--- src/include/flash_irq_pkg.sv ---
// shared constants and carrier types of the flash controller interrupt block
// assumes a 32-bit axi4-lite register bus and a single system clock
package flash_irq_pkg;

  // register byte offsets
  localparam logic [7:0] OFFSET_RAW_STATUS    = 8'h0C;
  localparam logic [7:0] OFFSET_MASK          = 8'h10;
  localparam logic [7:0] OFFSET_MASKED_STATUS = 8'h14;
  localparam logic [7:0] OFFSET_OP_CONTROL    = 8'h08;

  // field positions in the three interrupt registers
  localparam int BIT_ACCESS  = 0;
  localparam int BIT_PROGRAM = 1;
  // field positions in the operation control register
  localparam int BIT_OP_WRITE  = 0;
  localparam int BIT_OP_ERASE  = 1;
  localparam int BIT_OP_MERASE = 2;
  localparam int BIT_OP_COMMIT = 3;

  // write key that must accompany an operation request
  localparam logic [15:0] OP_WRITE_KEY = 16'hA442;

  // reset values
  localparam logic [1:0] RESET_IRQ_BITS = 2'h0;
  localparam logic [3:0] RESET_OP_BITS  = 4'h0;

  // axi response codes
  localparam logic [1:0] RESP_OKAY   = 2'h0;
  localparam logic [1:0] RESP_SLVERR = 2'h2;

  // timing: clock period and longest operation times, in ns
  localparam longint CLK_PERIOD_NS   = 10;
  localparam longint WRITE_TIME_NS   = 50000;
  localparam longint ERASE_TIME_NS   = 25000000;
  localparam longint MERASE_TIME_NS  = 250000000;
  localparam longint COMMIT_TIME_NS  = 50000;
  localparam longint WRITE_CYCLES    = WRITE_TIME_NS / CLK_PERIOD_NS;
  localparam longint ERASE_CYCLES    = ERASE_TIME_NS / CLK_PERIOD_NS;
  localparam longint MERASE_CYCLES   = MERASE_TIME_NS / CLK_PERIOD_NS;
  localparam longint COMMIT_CYCLES   = COMMIT_TIME_NS / CLK_PERIOD_NS;

  // write channel state of the slave
  typedef enum logic [1:0] {
    WR_IDLE,
    WR_RESP
  } wr_state_t;

  // pair of interrupt sources
  typedef struct packed {
    logic program_done;
    logic access_violation;
  } irq_pair_t;

  // event inputs from the flash array
  typedef struct packed {
    logic op_done;
    logic access_violation;
  } flash_event_t;

  // whole state of the block
  typedef struct packed {
    wr_state_t  wr_state;
    logic [1:0]  bresp;
    logic        rvalid;
    logic [31:0] rdata;
    logic [1:0]  rresp;
    logic [1:0]  raw;
    logic [1:0]  enable;
    logic [3:0]  op_busy;
    logic [31:0] op_count;
    logic        op_start;
  } state_t;

endpackage

--- src/logic/flash_ctrl_irq_status.sv ---
// interrupt status, mask and clear of the flash controller, with the
// operation control bits that start write, erase, mass erase and commit operations
// assumes an axi4-lite master on clk and a flash array on the same clock
//
// Implementation choice: the AXI4-Lite slave port.
`timescale 1ns/10ps
module flash_ctrl_irq_status #(
  parameter longint WRITE_CYCLES  = flash_irq_pkg::WRITE_CYCLES,
  parameter longint ERASE_CYCLES  = flash_irq_pkg::ERASE_CYCLES,
  parameter longint MERASE_CYCLES = flash_irq_pkg::MERASE_CYCLES,
  parameter longint COMMIT_CYCLES = flash_irq_pkg::COMMIT_CYCLES
) (
  input  wire logic                        clk,
  input  wire logic                        sys_rst,
  // axi4-lite slave
  input  wire logic [7:0]                  s_axi_awaddr,
  input  wire logic                        s_axi_awvalid,
  output logic                             s_axi_awready,
  input  wire logic [31:0]                 s_axi_wdata,
  input  wire logic [3:0]                  s_axi_wstrb,
  input  wire logic                        s_axi_wvalid,
  output logic                             s_axi_wready,
  output logic [1:0]                       s_axi_bresp,
  output logic                             s_axi_bvalid,
  input  wire logic                        s_axi_bready,
  input  wire logic [7:0]                  s_axi_araddr,
  input  wire logic                        s_axi_arvalid,
  output logic                             s_axi_arready,
  output logic [31:0]                      s_axi_rdata,
  output logic [1:0]                       s_axi_rresp,
  output logic                             s_axi_rvalid,
  input  wire logic                        s_axi_rready,
  // flash array events, same clock domain
  input  wire flash_irq_pkg::flash_event_t flash_event,
  // operation running, one bit per control bit
  output logic [3:0]                       op_busy,
  // one-cycle start pulse for an operation
  output logic                             op_start,
  output logic                             irq
);

  initial begin
    if (WRITE_CYCLES < 1 || ERASE_CYCLES < 1 || MERASE_CYCLES < 1 ||
        COMMIT_CYCLES < 1 || MERASE_CYCLES > 64'hFFFFFFFF) begin
      $error("operation cycle counts out of range");
    end
  end

  flash_irq_pkg::state_t state;
  flash_irq_pkg::state_t next_state;

  logic       wr_fire;
  logic       rd_fire;
  logic [1:0] masked;
  logic [1:0] clear_bits;
  logic [1:0] new_events;
  logic       op_done_pulse;
  logic       timer_done;
  logic [31:0] start_count;
  logic [31:0] wr_word;

  // masked view feeds both the irq and the status read
  assign masked = state.raw & state.enable;
  assign irq    = |masked;

  // write address and data taken together, only when no response pending
  assign s_axi_awready = (state.wr_state == flash_irq_pkg::WR_IDLE) &&
                         s_axi_awvalid && s_axi_wvalid;
  assign s_axi_wready  = s_axi_awready;
  assign wr_fire       = s_axi_awready;
  assign s_axi_bvalid  = (state.wr_state == flash_irq_pkg::WR_RESP);
  assign s_axi_bresp   = state.bresp;

  assign s_axi_arready = !state.rvalid;
  assign rd_fire       = s_axi_arvalid && !state.rvalid;
  assign s_axi_rvalid  = state.rvalid;
  assign s_axi_rdata   = state.rdata;
  assign s_axi_rresp   = state.rresp;

  assign op_busy  = state.op_busy;
  assign op_start = state.op_start;

  // byte strobes applied lane by lane
  always_comb begin
    for (int i = 0; i < 4; i++) begin
      wr_word[8*i +: 8] = s_axi_wstrb[i] ? s_axi_wdata[8*i +: 8] : 8'h00;
    end
  end

  // the operation timer stands in for array completion while an operation is busy
  assign timer_done    = (state.op_busy != 4'h0) &&
                         (state.op_count == 32'h00000001);
  assign op_done_pulse = timer_done || (flash_event.op_done &&
                         (state.op_busy != 4'h0));

  // priority selection of the operation length, write bit first
  always_comb begin
    start_count = 32'h00000000;
    if (wr_word[flash_irq_pkg::BIT_OP_WRITE]) begin
      start_count = 32'(WRITE_CYCLES);
    end else if (wr_word[flash_irq_pkg::BIT_OP_ERASE]) begin
      start_count = 32'(ERASE_CYCLES);
    end else if (wr_word[flash_irq_pkg::BIT_OP_MERASE]) begin
      start_count = 32'(MERASE_CYCLES);
    end else if (wr_word[flash_irq_pkg::BIT_OP_COMMIT]) begin
      start_count = 32'(COMMIT_CYCLES);
    end
  end

  // clear requests: write one to the masked status register
  always_comb begin
    clear_bits = 2'h0;
    if (wr_fire &&
        s_axi_awaddr == flash_irq_pkg::OFFSET_MASKED_STATUS) begin
      clear_bits = wr_word[1:0];
    end
  end

  // raw events: programming finished or protection broken
  always_comb begin
    new_events = 2'h0;
    new_events[flash_irq_pkg::BIT_PROGRAM] = op_done_pulse &&
      (state.op_busy[flash_irq_pkg::BIT_OP_WRITE] ||
       state.op_busy[flash_irq_pkg::BIT_OP_ERASE]);
    new_events[flash_irq_pkg::BIT_ACCESS] =
      flash_event.access_violation;
  end

  // next state of the whole block
  always_comb begin
    next_state          = state;
    next_state.op_start = 1'b0;

    // set wins over a clear arriving in the same cycle
    next_state.raw = (state.raw & ~clear_bits) | new_events;

    // operation tracking, busy bit drops on completion
    if (state.op_busy != 4'h0) begin
      if (op_done_pulse) begin
        next_state.op_busy  = flash_irq_pkg::RESET_OP_BITS;
        next_state.op_count = 32'h00000000;
      end else begin
        next_state.op_count = state.op_count - 32'h00000001;
      end
    end

    // write channel
    case (state.wr_state)
      flash_irq_pkg::WR_IDLE: begin
        if (wr_fire) begin
          next_state.bresp    = flash_irq_pkg::RESP_OKAY;
          next_state.wr_state = flash_irq_pkg::WR_RESP;
          case (s_axi_awaddr)
            flash_irq_pkg::OFFSET_MASK: begin
              next_state.enable = wr_word[1:0];
            end
            flash_irq_pkg::OFFSET_OP_CONTROL: begin
              // without the key or while busy the request is dropped
              if (s_axi_wdata[31:16] == flash_irq_pkg::OP_WRITE_KEY &&
                  s_axi_wstrb[3:2] == 2'b11 &&
                  state.op_busy == 4'h0 && wr_word[3:0] != 4'h0) begin
                next_state.op_busy  = wr_word[3:0];
                next_state.op_count = start_count;
                next_state.op_start = 1'b1;
              end
            end
            flash_irq_pkg::OFFSET_RAW_STATUS,
            flash_irq_pkg::OFFSET_MASKED_STATUS: begin
              // read-only bits ignore writes; clears handled above
            end
            default: begin
              next_state.bresp = flash_irq_pkg::RESP_SLVERR;
            end
          endcase
        end
      end
      flash_irq_pkg::WR_RESP: begin
        if (s_axi_bready) begin
          next_state.wr_state = flash_irq_pkg::WR_IDLE;
        end
      end
      default: begin
        next_state.wr_state = flash_irq_pkg::WR_IDLE;
      end
    endcase

    // read channel, reserved bits read zero
    if (state.rvalid && s_axi_rready) begin
      next_state.rvalid = 1'b0;
    end
    if (rd_fire) begin
      next_state.rvalid = 1'b1;
      next_state.rresp  = flash_irq_pkg::RESP_OKAY;
      next_state.rdata  = 32'h00000000;
      case (s_axi_araddr)
        flash_irq_pkg::OFFSET_RAW_STATUS: begin
          next_state.rdata[1:0] = state.raw;
        end
        flash_irq_pkg::OFFSET_MASK: begin
          next_state.rdata[1:0] = state.enable;
        end
        flash_irq_pkg::OFFSET_MASKED_STATUS: begin
          next_state.rdata[1:0] = masked;
        end
        flash_irq_pkg::OFFSET_OP_CONTROL: begin
          next_state.rdata[3:0] = state.op_busy;
        end
        default: begin
          next_state.rresp = flash_irq_pkg::RESP_SLVERR;
        end
      endcase
    end
  end

  // single register stage for all state
  always_ff @(posedge clk) begin
    if (sys_rst) begin
      state          <= '0;
      state.wr_state <= flash_irq_pkg::WR_IDLE;
      state.raw      <= flash_irq_pkg::RESET_IRQ_BITS;
      state.enable   <= flash_irq_pkg::RESET_IRQ_BITS;
      state.op_busy  <= flash_irq_pkg::RESET_OP_BITS;
    end else begin
      state <= next_state;
    end
  end

endmodule

--- config.mk ---
export PLATFORM = sky130hd
export DESIGN_NAME = flash_ctrl_irq_status
export DESIGN_NICKNAME = d
export VERILOG_FILES = /design/src/include/flash_irq_pkg.sv /design/src/logic/flash_ctrl_irq_status.sv
export SDC_FILE = /design/constraint.sdc
export NUM_CORES = 1
export LEC_CHECK = 0
export ABC_AREA = 1
export BUFFER_PORTS_ARGS = -buffer_cell sky130_fd_sc_hd__buf_2
export CORE_MARGIN = 2
export CORE_UTILIZATION = 56
export DETAILED_ROUTE_END_ITERATION = 16
export MAX_ROUTING_LAYER = met4
export PLACE_DENSITY = 0.87
export SETUP_SLACK_MARGIN = 0.3
export SYNTH_ARGS = -nofsm -noshare
export SYNTH_HDL_FRONTEND = slang
export SYNTH_SLANG_ARGS = --single-unit
--- constraint.sdc ---
create_clock -name clk -period 3.9 [get_ports clk]
set_clock_uncertainty 0.05 [all_clocks]
set_input_delay 0.78 -clock clk [delete_from_list [all_inputs] [get_ports clk]]
set_output_delay 0.78 -clock clk [all_outputs]
set_load 0.05 [all_outputs]
==> run summary, run 1 <==
Status: complete, no violations
Ranking of synthesized cells by instance count: 127 x sky130_fd_sc_hd__nand2_1, 79 x sky130_fd_sc_hd__nor2_1, 66 x sky130_fd_sc_hd__inv_1
Synthesized area per cell: 6.40 um^2
Largest net degree at the start of global routing: 17
Post-synth top flop: sky130_fd_sc_hd__dfxtp_1
Floorplan Core Area: 5850 um^2
Setup TNS Final: 0 ns
Reg2Reg Setup Slack: 1.89 ns
Cell count after synthesis: 525
Post-CTS Setup Inserts: 0
Biggest area consumer among synthesized cells: sky130_fd_sc_hd__dfxtp_1
Final Instance Area: 3670 um^2
CTS hold repair buffers: 0
Die boundary height: 81.5 um
Switching portion of total power: 0.288
GR met1 Demand/Resource: 0.283
Number of I/O port buffers: 64
Antenna Cells: 0
Power per cell area: 306 nW/um^2
Leakage dissipation: 1.94 nW
Starting DRT DRC Count: 174
Number of flip-flops and latches in the synthesized netlist: 49
DR WL/cell: 11.7 um
Final net count: 641
Cell types occupying the most area after synthesis: sky130_fd_sc_hd__dfxtp_1 29%, sky130_fd_sc_hd__nand2_1 14%, sky130_fd_sc_hd__buf_4 9.2%, sky130_fd_sc_hd__nor2_1 8.8%, sky130_fd_sc_hd__inv_1 7.4%
Max FO, Critical Path: 6
Met2 routing resource usage after global routing: 0.433
Class of the worst hold path: reg2reg
Number of rows created at floorplan: 28
Via count: 3323
Ys async rst share: 0
Most common cell in the netlist: sky130_fd_sc_hd__nand2_1
Growth of design area from synthesis to finish: 9.16%
Initial Util: 0.574
Number of instances resized during post-cts repair: 0
Post-synthesis sequential area ratio: 0.292
Final Util: 0.627
Max rail drop VDD: 0.224 mV
Detail-routed via count per cell: 5.08
Distinct cell type count after synthesis: 38
Crit path buf inv count: 3
H-tree lvl count: 2
Setup repair after global routing missed its margin: false
Crit path top cell by count: sky130_fd_sc_hd__buf_2
Number of enable-type register cells in the synthesized netlist: 0
Sequential share of power: 0.453
Total power: 0.00112 W
FF-to-FF End: state[21]$_SDFF_PP0_
Antenna violations before repair: 0
Data arrival time at the worst-slack endpoint: 1.37 ns
Number of warnings printed during yosys synthesis: 0
Critical Path Slowest Stage Cell: sky130_fd_sc_hd__buf_2
Total Routing Usage GR: 0.249
Number of global-route vias before repair: 2966
TritonCTS clock tree: yes
GR Layer Usage met3: 0.0407
Clk_lat worst skew: 0.32 ns
Final Max Slew Viols: 0
Comb pwr share: 0.149
Hold_sp: state[2]$_SDFF_PP0_
Worst Reg2Reg Path Length in Cells: 8
Top-Level Pins: 108
Placed cell area: 3530 um^2
Filler cells: 579
Type of the worst setup path: in2out
Series of cell instances along the critical path: buf_2 -> nand3b_4 -> inv_1 -> buf_2
Cells on Worst Hold Path: 2
Final worst slack: 1.70 ns
Die area: 6640 um^2
Endpoint of the worst hold-timing path: state[2]$_SDFF_PP0_
Antenna Nets Post-Route: 0
DR pass1 iterations: 4
Power Internal: 0.000798 W
Final RePlAce weighted congestion: 0.936
Required time of the critical path: 3.07 ns
Final min period: 2.20 ns
Clk root buf: sky130_fd_sc_hd__clkbuf_8
Final Hold Vio Count: 0
Net Sw Power: 0.000323 W
Share of total power in the clock network: 0.397
Slew at the pin closest to its max-slew limit: 0.702 ns
Top cell type's share of synthesized area: 0.292
Critical Path Source Type: primary input
Final-report setup violation count: 0
Clock-pin transition on the worst setup and hold timing paths: 0.09 ns
Netlist area before placement: 3360 um^2
DRC violations left: 0
Sink count of the clock tree: 49
Max Freq: 454 MHz
Placed wire-length estimate after detailed placement: 6080 um
Share of the cycle needed by the critical path after routing: 0.565
Critical Path Sink Type: output port
Worst slack at placement: 1.46 ns
Count of maximum capacitance violations: 0
Routed wire length: 7670 um
Horizontal die dimension: 81.5 um
Largest delay share family, worst path: buffers and inverters
Crit path largest cell delay: 0.27 ns
Wire length of the first global-routing pass: 12500 um
Number of buffers added by the clock tree synthesis step: 5
Overflow left after global routing: 0
CTS Buffer Depth: 2
Worst R2R Start: op_busy[1]$_SDFF_PP0_
Relative slew slack: 0.531
Most congested layer reported by global routing: met2
Layout cell share with drive strength beyond 1: 0.187
cell type report:
class,instances,area (um^2),area share
clock buffer,5,68.8,0.0188
clock inverter,3,68.8,0.0188
inverter,70,263,0.0716
multi-input combinational,388,1870,0.511
sequential,49,981,0.267
tap,75,93.8,0.0256
timing repair buffer,64,320,0.0873
metrics by stage:
stage                     cells  hold WS (ns)
final                       654         0.422
after global routing        654         0.450
after CTS                   654         0.423
after detailed placement    646         0.410
after global placement      646         0.400
after floorplan             554         0.386
routing by layer:
layer  vias to the layer above  part of all wire
met2                       125              0.49
met5                         -                 0
met3                        18             0.052
li1                       1679                 -
met1                      1501              0.43
met4                         0             0.023
sequential cells by signal, indices dropped and copies added (netlist names):
register      cells
s_axi_bresp       1
op_busy           4
s_axi_rdata       4
op_start          1
s_axi_rvalid      1
state            37
s_axi_rresp       1
cells in the final DEF (no fill, tap or decap), types with 2 or more instances in the layout:
cell type	count
sky130_fd_sc_hd__o21ai_0	20
sky130_fd_sc_hd__ha_1	2
sky130_fd_sc_hd__xnor2_1	2
sky130_fd_sc_hd__nor2_1	79
sky130_fd_sc_hd__nand3b_1	2
sky130_fd_sc_hd__a21oi_1	14
sky130_fd_sc_hd__bufinv_16	2
sky130_fd_sc_hd__clkbuf_8	5
sky130_fd_sc_hd__nor2_2	9
sky130_fd_sc_hd__nor2_4	4
sky130_fd_sc_hd__a31oi_1	2
sky130_fd_sc_hd__nor4_1	2
sky130_fd_sc_hd__xor2_1	12
sky130_fd_sc_hd__buf_2	64
sky130_fd_sc_hd__dfxtp_1	49
sky130_fd_sc_hd__inv_1	66
sky130_fd_sc_hd__inv_2	4
sky130_fd_sc_hd__nand3_1	32
sky130_fd_sc_hd__nand3_2	4
sky130_fd_sc_hd__o21ai_1	3
sky130_fd_sc_hd__nor3_1	8
sky130_fd_sc_hd__nand4_1	15
sky130_fd_sc_hd__nand2_2	7
sky130_fd_sc_hd__conb_1	30
sky130_fd_sc_hd__nand2_1	127
sky130_fd_sc_hd__or2_2	2
logic make-up (layout without fill, tap and decap cells):
family / count (synthesis) / count (layout) / synth area share
AND/OR/NAND/NOR: 299 / 299 / 0.412
buffers and inverters: 117 / 142 / 0.183
flip-flops: 49 / 49 / 0.292
AO/OA/AOI/OAI: 43 / 43 / 0.0681
XOR/XNOR: 14 / 14 / 0.0365
adder cells (fa/ha/maj): 2 / 2 / 0.00744
other: 1 / 30 / 0.00112
power groups by stage:
stage / combinational (W) / clock [W] / sequential [W]
4_1_cts: 0.000167 / 0.000449 / 0.000508
3_3_place_gp: 0.000163 / 0 / 0.000519
3_5_place_dp: 0.000167 / 0 / 0.000520
6_report: 0.000167 / 0.000446 / 0.000508
5_1_grt: 0.000180 / 0.000466 / 0.000509
2_1_floorplan: 0.000153 / 0 / 0.000522
worst max path at each step:
stage | slack [ns] | from | cells past startpoint | endpoint
2_1_floorplan | 1.55 | s_axi_wvalid | 3 | s_axi_wready
3_3_place_gp | 1.56 | s_axi_wstrb[0] | 8 | state[14]$_SDFF_PP0_
3_5_place_dp | 1.46 | s_axi_wstrb[0] | 8 | state[21]$_SDFF_PP0_
4_1_cts | 1.69 | s_axi_wvalid | 4 | s_axi_awready
5_1_grt | 1.63 | s_axi_wvalid | 4 | s_axi_awready
6_report | 1.70 | s_axi_wvalid | 4 | s_axi_awready
worst min-delay path, cell delays in order, from the launching register on:
cell                      delay, ns
sky130_fd_sc_hd__dfxtp_1       0.32
sky130_fd_sc_hd__nand2_1       0.06
sky130_fd_sc_hd__a21oi_1       0.05
Note: power is estimated with default switching activity, not from simulation.
==> inputs of run 2 (changes only) <==
--- a/config.mk
+++ b/config.mk
@@ -5,13 +5,13 @@
 export SDC_FILE = /design/constraint.sdc
 export NUM_CORES = 1
 export LEC_CHECK = 0
-export ABC_AREA = 1
+export ABC_AREA = 0
 export BUFFER_PORTS_ARGS = -buffer_cell sky130_fd_sc_hd__buf_2
 export CORE_MARGIN = 2
-export CORE_UTILIZATION = 56
+export CORE_UTILIZATION = 45
 export DETAILED_ROUTE_END_ITERATION = 16
 export MAX_ROUTING_LAYER = met4
-export PLACE_DENSITY = 0.87
+export PLACE_DENSITY = 0.77
 export SETUP_SLACK_MARGIN = 0.3
 export SYNTH_ARGS = -nofsm -noshare
 export SYNTH_HDL_FRONTEND = slang
==> constraint.sdc (replaced) <==
create_clock -name clk -period 1.8 [get_ports clk]
set_clock_uncertainty 0.05 [all_clocks]
set_input_delay 0.36 -clock clk [delete_from_list [all_inputs] [get_ports clk]]
set_output_delay 0.36 -clock clk [all_outputs]
set_load 0.05 [all_outputs]
==> run 2 against run 1 <==
  * The flow now finishes with violations (negative setup slack)
  * Worst hold slack lost 0.18 ns
  * Clock power grew 91%
  * First-iteration DRC count shrank 34%
  * Critical path depth grew 3
  * Combinational power grew to 2.5 times the previous value
  * Total power grew 110%
  * Critical path type is now reg2reg
==> run summary, run 2 <==
Status: complete, but fails checks (was complete, no violations)
Violated checks: negative setup slack
Series of cell instances along the critical path: or4_4 -> nor4_4 -> nand4_1 -> nand3_4 -> buf_12 -> buf_16 -> nor2_1 (was buf_2 -> nand3b_4 -> inv_1 -> buf_2)
DR WL/cell: 16.1 um (was 11.7 um)
Number of warnings printed during yosys synthesis: 0 (unchanged)
Number of rows created at floorplan: 29 (was 28)
Critical Path Slowest Stage Cell: sky130_fd_sc_hd__or4_4 (was sky130_fd_sc_hd__buf_2)
Die area: 7060 um^2 (was 6640 um^2)
Reg with most FFs: state (unchanged)
Top cell type's share of synthesized area: 0.341 (was 0.292)
Wire length of the first global-routing pass: 12800 um (was 12500 um)
Total power: 0.00236 W (was 0.00112 W)
Clk root buf: sky130_fd_sc_hd__clkbuf_8 (unchanged)
Critical Path Sink Type: flop (was output port)
Final Hold Vio Count: 0 (unchanged)
Type of the worst setup path: reg2reg (was in2out)
Total Routing Usage GR: 0.227 (was 0.249)
Max Freq: 493 MHz
Overflow left after global routing: 0 (unchanged)
Number of flip-flops and latches in the synthesized netlist: 49 (unchanged)
Final Instance Area: 4280 um^2 (was 3670 um^2)
Data arrival time at the worst-slack endpoint: 2.20 ns (was 1.37 ns)
Largest delay share family, worst path: simple AND/OR/NAND/NOR gates (was buffers and inverters)
CTS hold repair buffers: 0 (unchanged)
Clock-pin transition on the worst setup and hold timing paths: 0.10 ns (was 0.09 ns)
Top-Level Pins: 108 (unchanged)
Largest net degree at the start of global routing: 19 (was 17)
Leading cell types in the layout, fill and taps excluded: 59 x sky130_fd_sc_hd__buf_2, 52 x sky130_fd_sc_hd__buf_4, 43 x sky130_fd_sc_hd__dfxtp_1 (was 127 x sky130_fd_sc_hd__nand2_1, 79 x sky130_fd_sc_hd__nor2_1, 66 x sky130_fd_sc_hd__inv_1)
Post-synthesis sequential area ratio: 0.341 (was 0.292)
Routed wire length: 8490 um (was 7670 um)
Number of global-route vias before repair: 2763 (was 2966)
Setup TNS Final: -6.32 ns (was 0 ns)
TritonCTS clock tree: yes (unchanged)
Setup repair after global routing missed its margin: true (was false)
CTS Buffer Depth: 2 (unchanged)
Post-synth top flop: sky130_fd_sc_hd__dfxtp_1 (unchanged)
Final worst slack: -0.230 ns (was 1.70 ns)
Max FO, Critical Path: 6 (unchanged)
Placed wire-length estimate after detailed placement: 5440 um (was 6080 um)
Sink count of the clock tree: 49 (unchanged)
Placed cell area: 3650 um^2 (was 3530 um^2)
Via count: 2851 (was 3323)
Crit path buf inv count: 2 (was 3)
Horizontal die dimension: 84.0 um (was 81.5 um)
DRC violations left: 0 (unchanged)
Most common cell after layout, fill and taps aside: sky130_fd_sc_hd__buf_2 (was sky130_fd_sc_hd__nand2_1)
Number of I/O port buffers: 64 (unchanged)
Clk_lat worst skew: 0.31 ns (was 0.32 ns)
Growth of design area from synthesis to finish: 48.6% (was 9.16%)
Antenna Nets Post-Route: 0 (unchanged)
Cell count after synthesis: 334 (was 525)
Most common cell in the netlist: sky130_fd_sc_hd__dfxtp_1 (was sky130_fd_sc_hd__nand2_1)
Netlist area before placement: 2880 um^2 (was 3360 um^2)
Starting DRT DRC Count: 115 (was 174)
Final min period: 2.03 ns
Class of the worst hold path: in2reg (was reg2reg)
Distinct cell type count after synthesis: 55 (was 38)
Layout cell share with drive strength beyond 1: 0.496 (was 0.187)
Antenna violations before repair: 0 (unchanged)
Ranking of synthesized cells by instance count: 49 x sky130_fd_sc_hd__dfxtp_1, 43 x sky130_fd_sc_hd__buf_4, 28 x sky130_fd_sc_hd__nor2_1 (was 127 x sky130_fd_sc_hd__nand2_1, 79 x sky130_fd_sc_hd__nor2_1, 66 x sky130_fd_sc_hd__inv_1)
DR pass1 iterations: 4 (unchanged)
Final Max Slew Viols: 0 (unchanged)
Share of the cycle needed by the critical path after routing: 1.13
Ys async rst share: 0 (unchanged)
Synthesized area per cell: 8.62 um^2 (was 6.40 um^2)
Number of enable-type register cells in the synthesized netlist: 0 (unchanged)
Max rail drop VDD: 0.346 mV (was 0.224 mV)
Final net count: 514 (was 641)
Worst slack at placement: -0.365 ns (was 1.46 ns)
Cell types occupying the most area after synthesis: sky130_fd_sc_hd__dfxtp_1 34%, sky130_fd_sc_hd__buf_4 11%, sky130_fd_sc_hd__xnor2_1 6.7%, sky130_fd_sc_hd__nor2_1 3.6%, sky130_fd_sc_hd__nor4_2 3.0% (was sky130_fd_sc_hd__dfxtp_1 29%, sky130_fd_sc_hd__nand2_1 14%, sky130_fd_sc_hd__buf_4 9.2%, sky130_fd_sc_hd__nor2_1 8.8%, sky130_fd_sc_hd__inv_1 7.4%)
Detail-routed via count per cell: 5.39 (was 5.08)
H-tree lvl count: 2 (unchanged)
Critical Path Source Type: flop (was primary input)
Max reg flops: 37 (unchanged)
Required time of the critical path: 1.97 ns (was 3.07 ns)
Initial Util: 0.459 (was 0.574)
Floorplan Core Area: 6280 um^2 (was 5850 um^2)
Count of maximum capacitance violations: 0 (unchanged)
Number of buffers added by the clock tree synthesis step: 5 (unchanged)
Antenna Cells: 0 (unchanged)
Crit path largest cell delay: 0.58 ns (was 0.27 ns)
Die boundary height: 84.0 um (was 81.5 um)
Biggest area consumer among synthesized cells: sky130_fd_sc_hd__dfxtp_1 (unchanged)
Final RePlAce weighted congestion: 0.864 (was 0.936)
Leakage dissipation: 1.84 nW (was 1.94 nW)
Final-report setup violation count: 37 (was 0)
Power per cell area: 552 nW/um^2 (was 306 nW/um^2)
run 2: cell count changes after synthesis, moves of 7 or more:
cell / before / now
sky130_fd_sc_hd__nor4_1: 2 / 9
sky130_fd_sc_hd__nor4_2: 0 / 7
sky130_fd_sc_hd__nand2_2: 7 / 0
sky130_fd_sc_hd__inv_1: 66 / 9
sky130_fd_sc_hd__nor2_2: 9 / 2
sky130_fd_sc_hd__xnor2_1: 2 / 22
sky130_fd_sc_hd__nand2_1: 127 / 14
sky130_fd_sc_hd__nand2b_1: 0 / 10
sky130_fd_sc_hd__o21ai_0: 20 / 13
sky130_fd_sc_hd__nand4_1: 15 / 4
sky130_fd_sc_hd__nand3_1: 32 / 3
sky130_fd_sc_hd__nor3_1: 8 / 17
sky130_fd_sc_hd__nor2_1: 79 / 28
sky130_fd_sc_hd__or3_1: 0 / 10
run 2: worst paths after layout:
check / depth (start not counted) / slack [ns] / endpoint / start
worst max-delay path: 7 / -0.23 / state[26]$_SDFF_PP0_ / op_busy[3]$_SDFF_PP0_
worst min-delay path: 3 / 0.24 / state[39]$_SDFF_PP0_ / flash_event[0]
worst max register to register: 7 / -0.23 / state[26]$_SDFF_PP0_ / op_busy[3]$_SDFF_PP0_
worst min register to register: 2 / 0.42 / state[39]$_SDFF_PP0_ / state[39]$_SDFF_PP0_
run 2: final cells by class:
type	instances	area, um^2
sequential	49	988
fill	488	2000
inverter	9	37.5
timing repair buffer	134	1040
clock buffer	6	82.6
tap	77	96.3
clock inverter	2	37.5
multi-input combinational	252	2000
run 2: power by group:
part	switching, W	internal, W	total [W]
registers	0.00000503	0.00109	0.00110
logic	0.000294	0.000124	0.000419
clock network	0.000397	0.000452	0.000850
total	0.000696	0.00167	0.00236
run 2: cell families (layout without fill, tap and decap cells):
logic type	count (synthesis)	in the layout	share of synthesized area
mux	2	2	0.00695
simple gates	137	137	0.298
flops	49	49	0.341
buf+inv	62	151	0.142
fa+ha+maj	2	2	0.00869
xor+xnor	28	28	0.0851
compound gates	53	53	0.117
other cells	1	30	0.00130
run 2: metrics by stage:
| step | hold WS, ns | cells | utilization |
|---|---|---|---|
| final | 0.239 | 529 | 0.682 |
| after global routing | 0.235 | 529 | 0.682 |
| after CTS | 0.242 | 523 | 0.644 |
| after detailed placement | 0.423 | 508 | 0.582 |
| after global placement | 0.423 | 508 | 0.582 |
| after floorplan | 0.390 | 363 | - |
run 2: timing repair:
item	CTS	global route
hold endpoints to repair	0	0
pin swaps	16	14
endpoints found under the setup margin	45	48
cloned	2	2
gates resized for setup	44	41
buffers inserted	5	4
run 2: metal layers:
layer  routed length (um)  vias up  GRT usage  part of all wire
met5                    0        -          -                 0
met4                  219        0     0.0821             0.026
met3                  484       19     0.0376             0.057
met2                 4550      111      0.406              0.54
met1                 3240     1368      0.253              0.38
li1                     -     1353          -                 -
run 2: worst register-to-register path: stages (launching register included):
cell                      delay, ns
sky130_fd_sc_hd__dfxtp_2       0.33
sky130_fd_sc_hd__or4_4         0.58
sky130_fd_sc_hd__nor4_4        0.18
sky130_fd_sc_hd__nand4_1       0.25
sky130_fd_sc_hd__nand3_4       0.26
sky130_fd_sc_hd__buf_12        0.14
sky130_fd_sc_hd__buf_16        0.11
sky130_fd_sc_hd__nor2_1        0.04
==> inputs of run 3 (changes only) <==
--- a/config.mk
+++ b/config.mk
@@ -7,6 +7,7 @@
 export LEC_CHECK = 0
 export ABC_AREA = 0
 export BUFFER_PORTS_ARGS = -buffer_cell sky130_fd_sc_hd__buf_2
+export CORE_ASPECT_RATIO = 0.75
 export CORE_MARGIN = 2
 export CORE_UTILIZATION = 45
 export DETAILED_ROUTE_END_ITERATION = 16
==> run 3 against run 2 <==
  * The flow still finishes with violations (negative setup slack)
  * Flip-flop and latch count unchanged
  * Die area about the same
  * Register-to-register slack about the same
==> run summary, run 3 (synthesis results as in run 2) <==
Final min period: 2.03 ns (about the same)
Die area: 7060 um^2 (about the same)
Floorplan Core Area: 6260 um^2 (was 6280 um^2)
Number of placed cells counting well taps: 510 (was 508)
Total power: 0.00226 W (was 0.00236 W)
Max reg flops: 37 (unchanged)
H-tree lvl count: 2 (unchanged)
Reg2Reg Setup Slack: -0.23 ns (about the same)
Placed wire-length estimate after detailed placement: 5630 um (was 5440 um)
Setup repair after global routing missed its margin: true (unchanged)
Number of buffers added by the clock tree synthesis step: 5 (unchanged)
Met3 layer wire length in the routed design: 543 um (was 484 um)
Growth of design area from synthesis to finish: 40.6% (was 48.6%)
Worst slack at placement: -0.401 ns (was -0.365 ns)
Leading cell types in the layout, fill and taps excluded: 59 x sky130_fd_sc_hd__buf_2, 48 x sky130_fd_sc_hd__buf_4, 44 x sky130_fd_sc_hd__dfxtp_1 (was 59 x sky130_fd_sc_hd__buf_2, 52 x sky130_fd_sc_hd__buf_4, 43 x sky130_fd_sc_hd__dfxtp_1)
Overflow left after global routing: 0 (unchanged)
Data arrival time at the worst-slack endpoint: 2.18 ns (was 2.20 ns)
Final std cells w/o fill: 526 (was 529)
Leakage dissipation: 1.74 nW (was 1.84 nW)
Wire length of the first global-routing pass: 12000 um (was 12800 um)
Share of the cycle needed by the critical path after routing: 1.13 (about the same)
Final worst slack: -0.226 ns (was -0.230 ns)
Final Hold Vio Count: 0 (unchanged)
Number of rows created at floorplan: 25 (was 29)
Final net count: 508 (was 514)
Max FO, Critical Path: 4 (was 6)
Highest routed layer: met4 (unchanged)
Largest net degree at the start of global routing: 21 (was 19)
M1 wire length: 3570 um (was 3240 um)
Hold_sp: flash_event[0] (unchanged)
Clock-pin transition on the worst setup and hold timing paths: 0.09 ns (was 0.10 ns)
DR pass1 iterations: 4 (unchanged)
CTS Buffer Depth: 2 (unchanged)
Violated checks: negative setup slack (unchanged)
Sink count of the clock tree: 49 (unchanged)
Power per cell area: 559 nW/um^2 (was 552 nW/um^2)
Antenna Cells: 0 (unchanged)
Worst R2R Start: state[27]$_SDFF_PP0_ (was op_busy[3]$_SDFF_PP0_)
Final RePlAce weighted congestion: 0.859 (was 0.864)
Starting DRT DRC Count: 117 (was 115)
Launch point of the critical path: state[27]$_SDFF_PP0_ (was op_busy[3]$_SDFF_PP0_)
Max Freq: 494 MHz (was 493 MHz)
Antenna violations before repair: 0 (unchanged)
Top-Level Pins: 108 (unchanged)
Clk root buf: sky130_fd_sc_hd__clkbuf_8 (unchanged)
Number of global-route vias before repair: 2528 (was 2763)
Final Max Slew Viols: 0 (unchanged)
Die boundary height: 73.3 um (was 84.0 um)
Required time of the critical path: 1.95 ns (was 1.97 ns)
Antenna Nets Post-Route: 0 (unchanged)
Status: complete, but fails checks (unchanged)
Initial Util: 0.460 (was 0.459)
TritonCTS clock tree: yes (unchanged)
Via count: 2735 (was 2851)
Clk_lat worst skew: 0.31 ns (about the same)
Total Routing Usage GR: 0.227 (about the same)
Layout cell share with drive strength beyond 1: 0.449 (was 0.496)
Horizontal die dimension: 96.4 um (was 84.0 um)
Critical Path Source Type: flop (unchanged)
Reg with most FFs: state (unchanged)
Detail Route met2 WL: 3580 um (was 4550 um)
Type of the worst setup path: reg2reg (unchanged)
Final-report setup violation count: 38 (was 37)
Most common cell after layout, fill and taps aside: sky130_fd_sc_hd__buf_2 (unchanged)
CTS hold repair buffers: 0 (unchanged)
Routed wire length: 7760 um (was 8490 um)
DRC violations left: 0 (unchanged)
Critical Path Sink Type: flop (unchanged)
DR WL/cell: 14.8 um (was 16.1 um)
Count of maximum capacitance violations: 0 (unchanged)
Max rail drop VDD: 0.323 mV (was 0.346 mV)
Number of I/O port buffers: 64 (unchanged)
Class of the worst hold path: in2reg (unchanged)
Detail-routed via count per cell: 5.20 (was 5.39)
run 3: cell count changes in the layout (fill, tap and decap cells not counted), moves of 2 or more:
cell and delta:
sky130_fd_sc_hd__o21ai_2 -10, sky130_fd_sc_hd__o21ai_1 +8, sky130_fd_sc_hd__buf_6 +5, sky130_fd_sc_hd__buf_4 -4, sky130_fd_sc_hd__nor4_2 -4, sky130_fd_sc_hd__buf_12 -3, sky130_fd_sc_hd__nor4_1 +3, sky130_fd_sc_hd__buf_8 -2
sky130_fd_sc_hd__nand3_4 -2, sky130_fd_sc_hd__nor3_1 +2, sky130_fd_sc_hd__nor3_2 -2, sky130_fd_sc_hd__o21ai_0 +2
run 3: per-stage QoR:
| stage | util | cell area (um^2) | hold slack (ns) | TNS, ns |
|---|---|---|---|---|
| 4_1_cts | 0.623 | 3900 | 0.235 | -6.21 |
| 5_1_grt | 0.647 | 4050 | 0.259 | -9.42 |
| 3_5_place_dp | 0.580 | 3630 | 0.422 | -13.60 |
| 2_1_floorplan | - | 3180 | 0.390 | -2.23 |
| 6_report | 0.647 | 4050 | 0.242 | -6.48 |
| 3_3_place_gp | 0.580 | 3630 | 0.425 | -12.50 |
run 3: final cells by class:
cell class / instances / area (um^2)
Clock buffer: 5 / 68.8
Clock inverter: 2 / 35.0
Fill cell: 499 / 2210
Inverter: 9 / 37.5
Multi-Input combinational cell: 252 / 1900
Sequential cell: 49 / 987
Tap cell: 81 / 101
Timing Repair Buffer: 128 / 921
run 3: report_power, final:
group	leakage (nW)	switching [W]	total (W)	internal [W]
logic	1.29	0.000278	0.000388	0.000110
registers	0.398	0.00000577	0.00110	0.00109
clock network	0.0540	0.000374	0.000779	0.000405
total	1.74	0.000658	0.00226	0.00161
run 3: what timing repair did:
item / CTS / global route
setup endpoints to repair: 46 / 47
setup buffers: 2 / 5
pin swaps: 12 / 16
resized for setup: 34 / 26
gates cloned: 2 / 0
run 3: final timing paths:
| path | depth (start not counted) | to |
|---|---|---|
| setup / recovery | 5 | state[32]$_SDFF_PP0_ |
| hold / removal | 3 | state[39]$_SDFF_PP0_ |
| setup reg to reg | 5 | state[32]$_SDFF_PP0_ |
| hold reg to reg | 2 | state[78]$_SDFFE_PP0P_ |
run 3: metal layers:
| metal | track usage | up-vias |
|---|---|---|
| met1 | 0.305 | 1267 |
| met4 | 0.0501 | 0 |
| met2 | 0.358 | 112 |
| met5 | - | - |
| met3 | 0.0441 | 10 |
| li1 | - | 1346 |
run 3: critical path, cell delays in order (launching register included):
cell,delay [ns]
sky130_fd_sc_hd__dfxtp_2,0.33
sky130_fd_sc_hd__or4_4,0.56
sky130_fd_sc_hd__or4_4,0.45
sky130_fd_sc_hd__nor4_4,0.33
sky130_fd_sc_hd__xnor2_1,0.15
sky130_fd_sc_hd__nor2_1,0.05
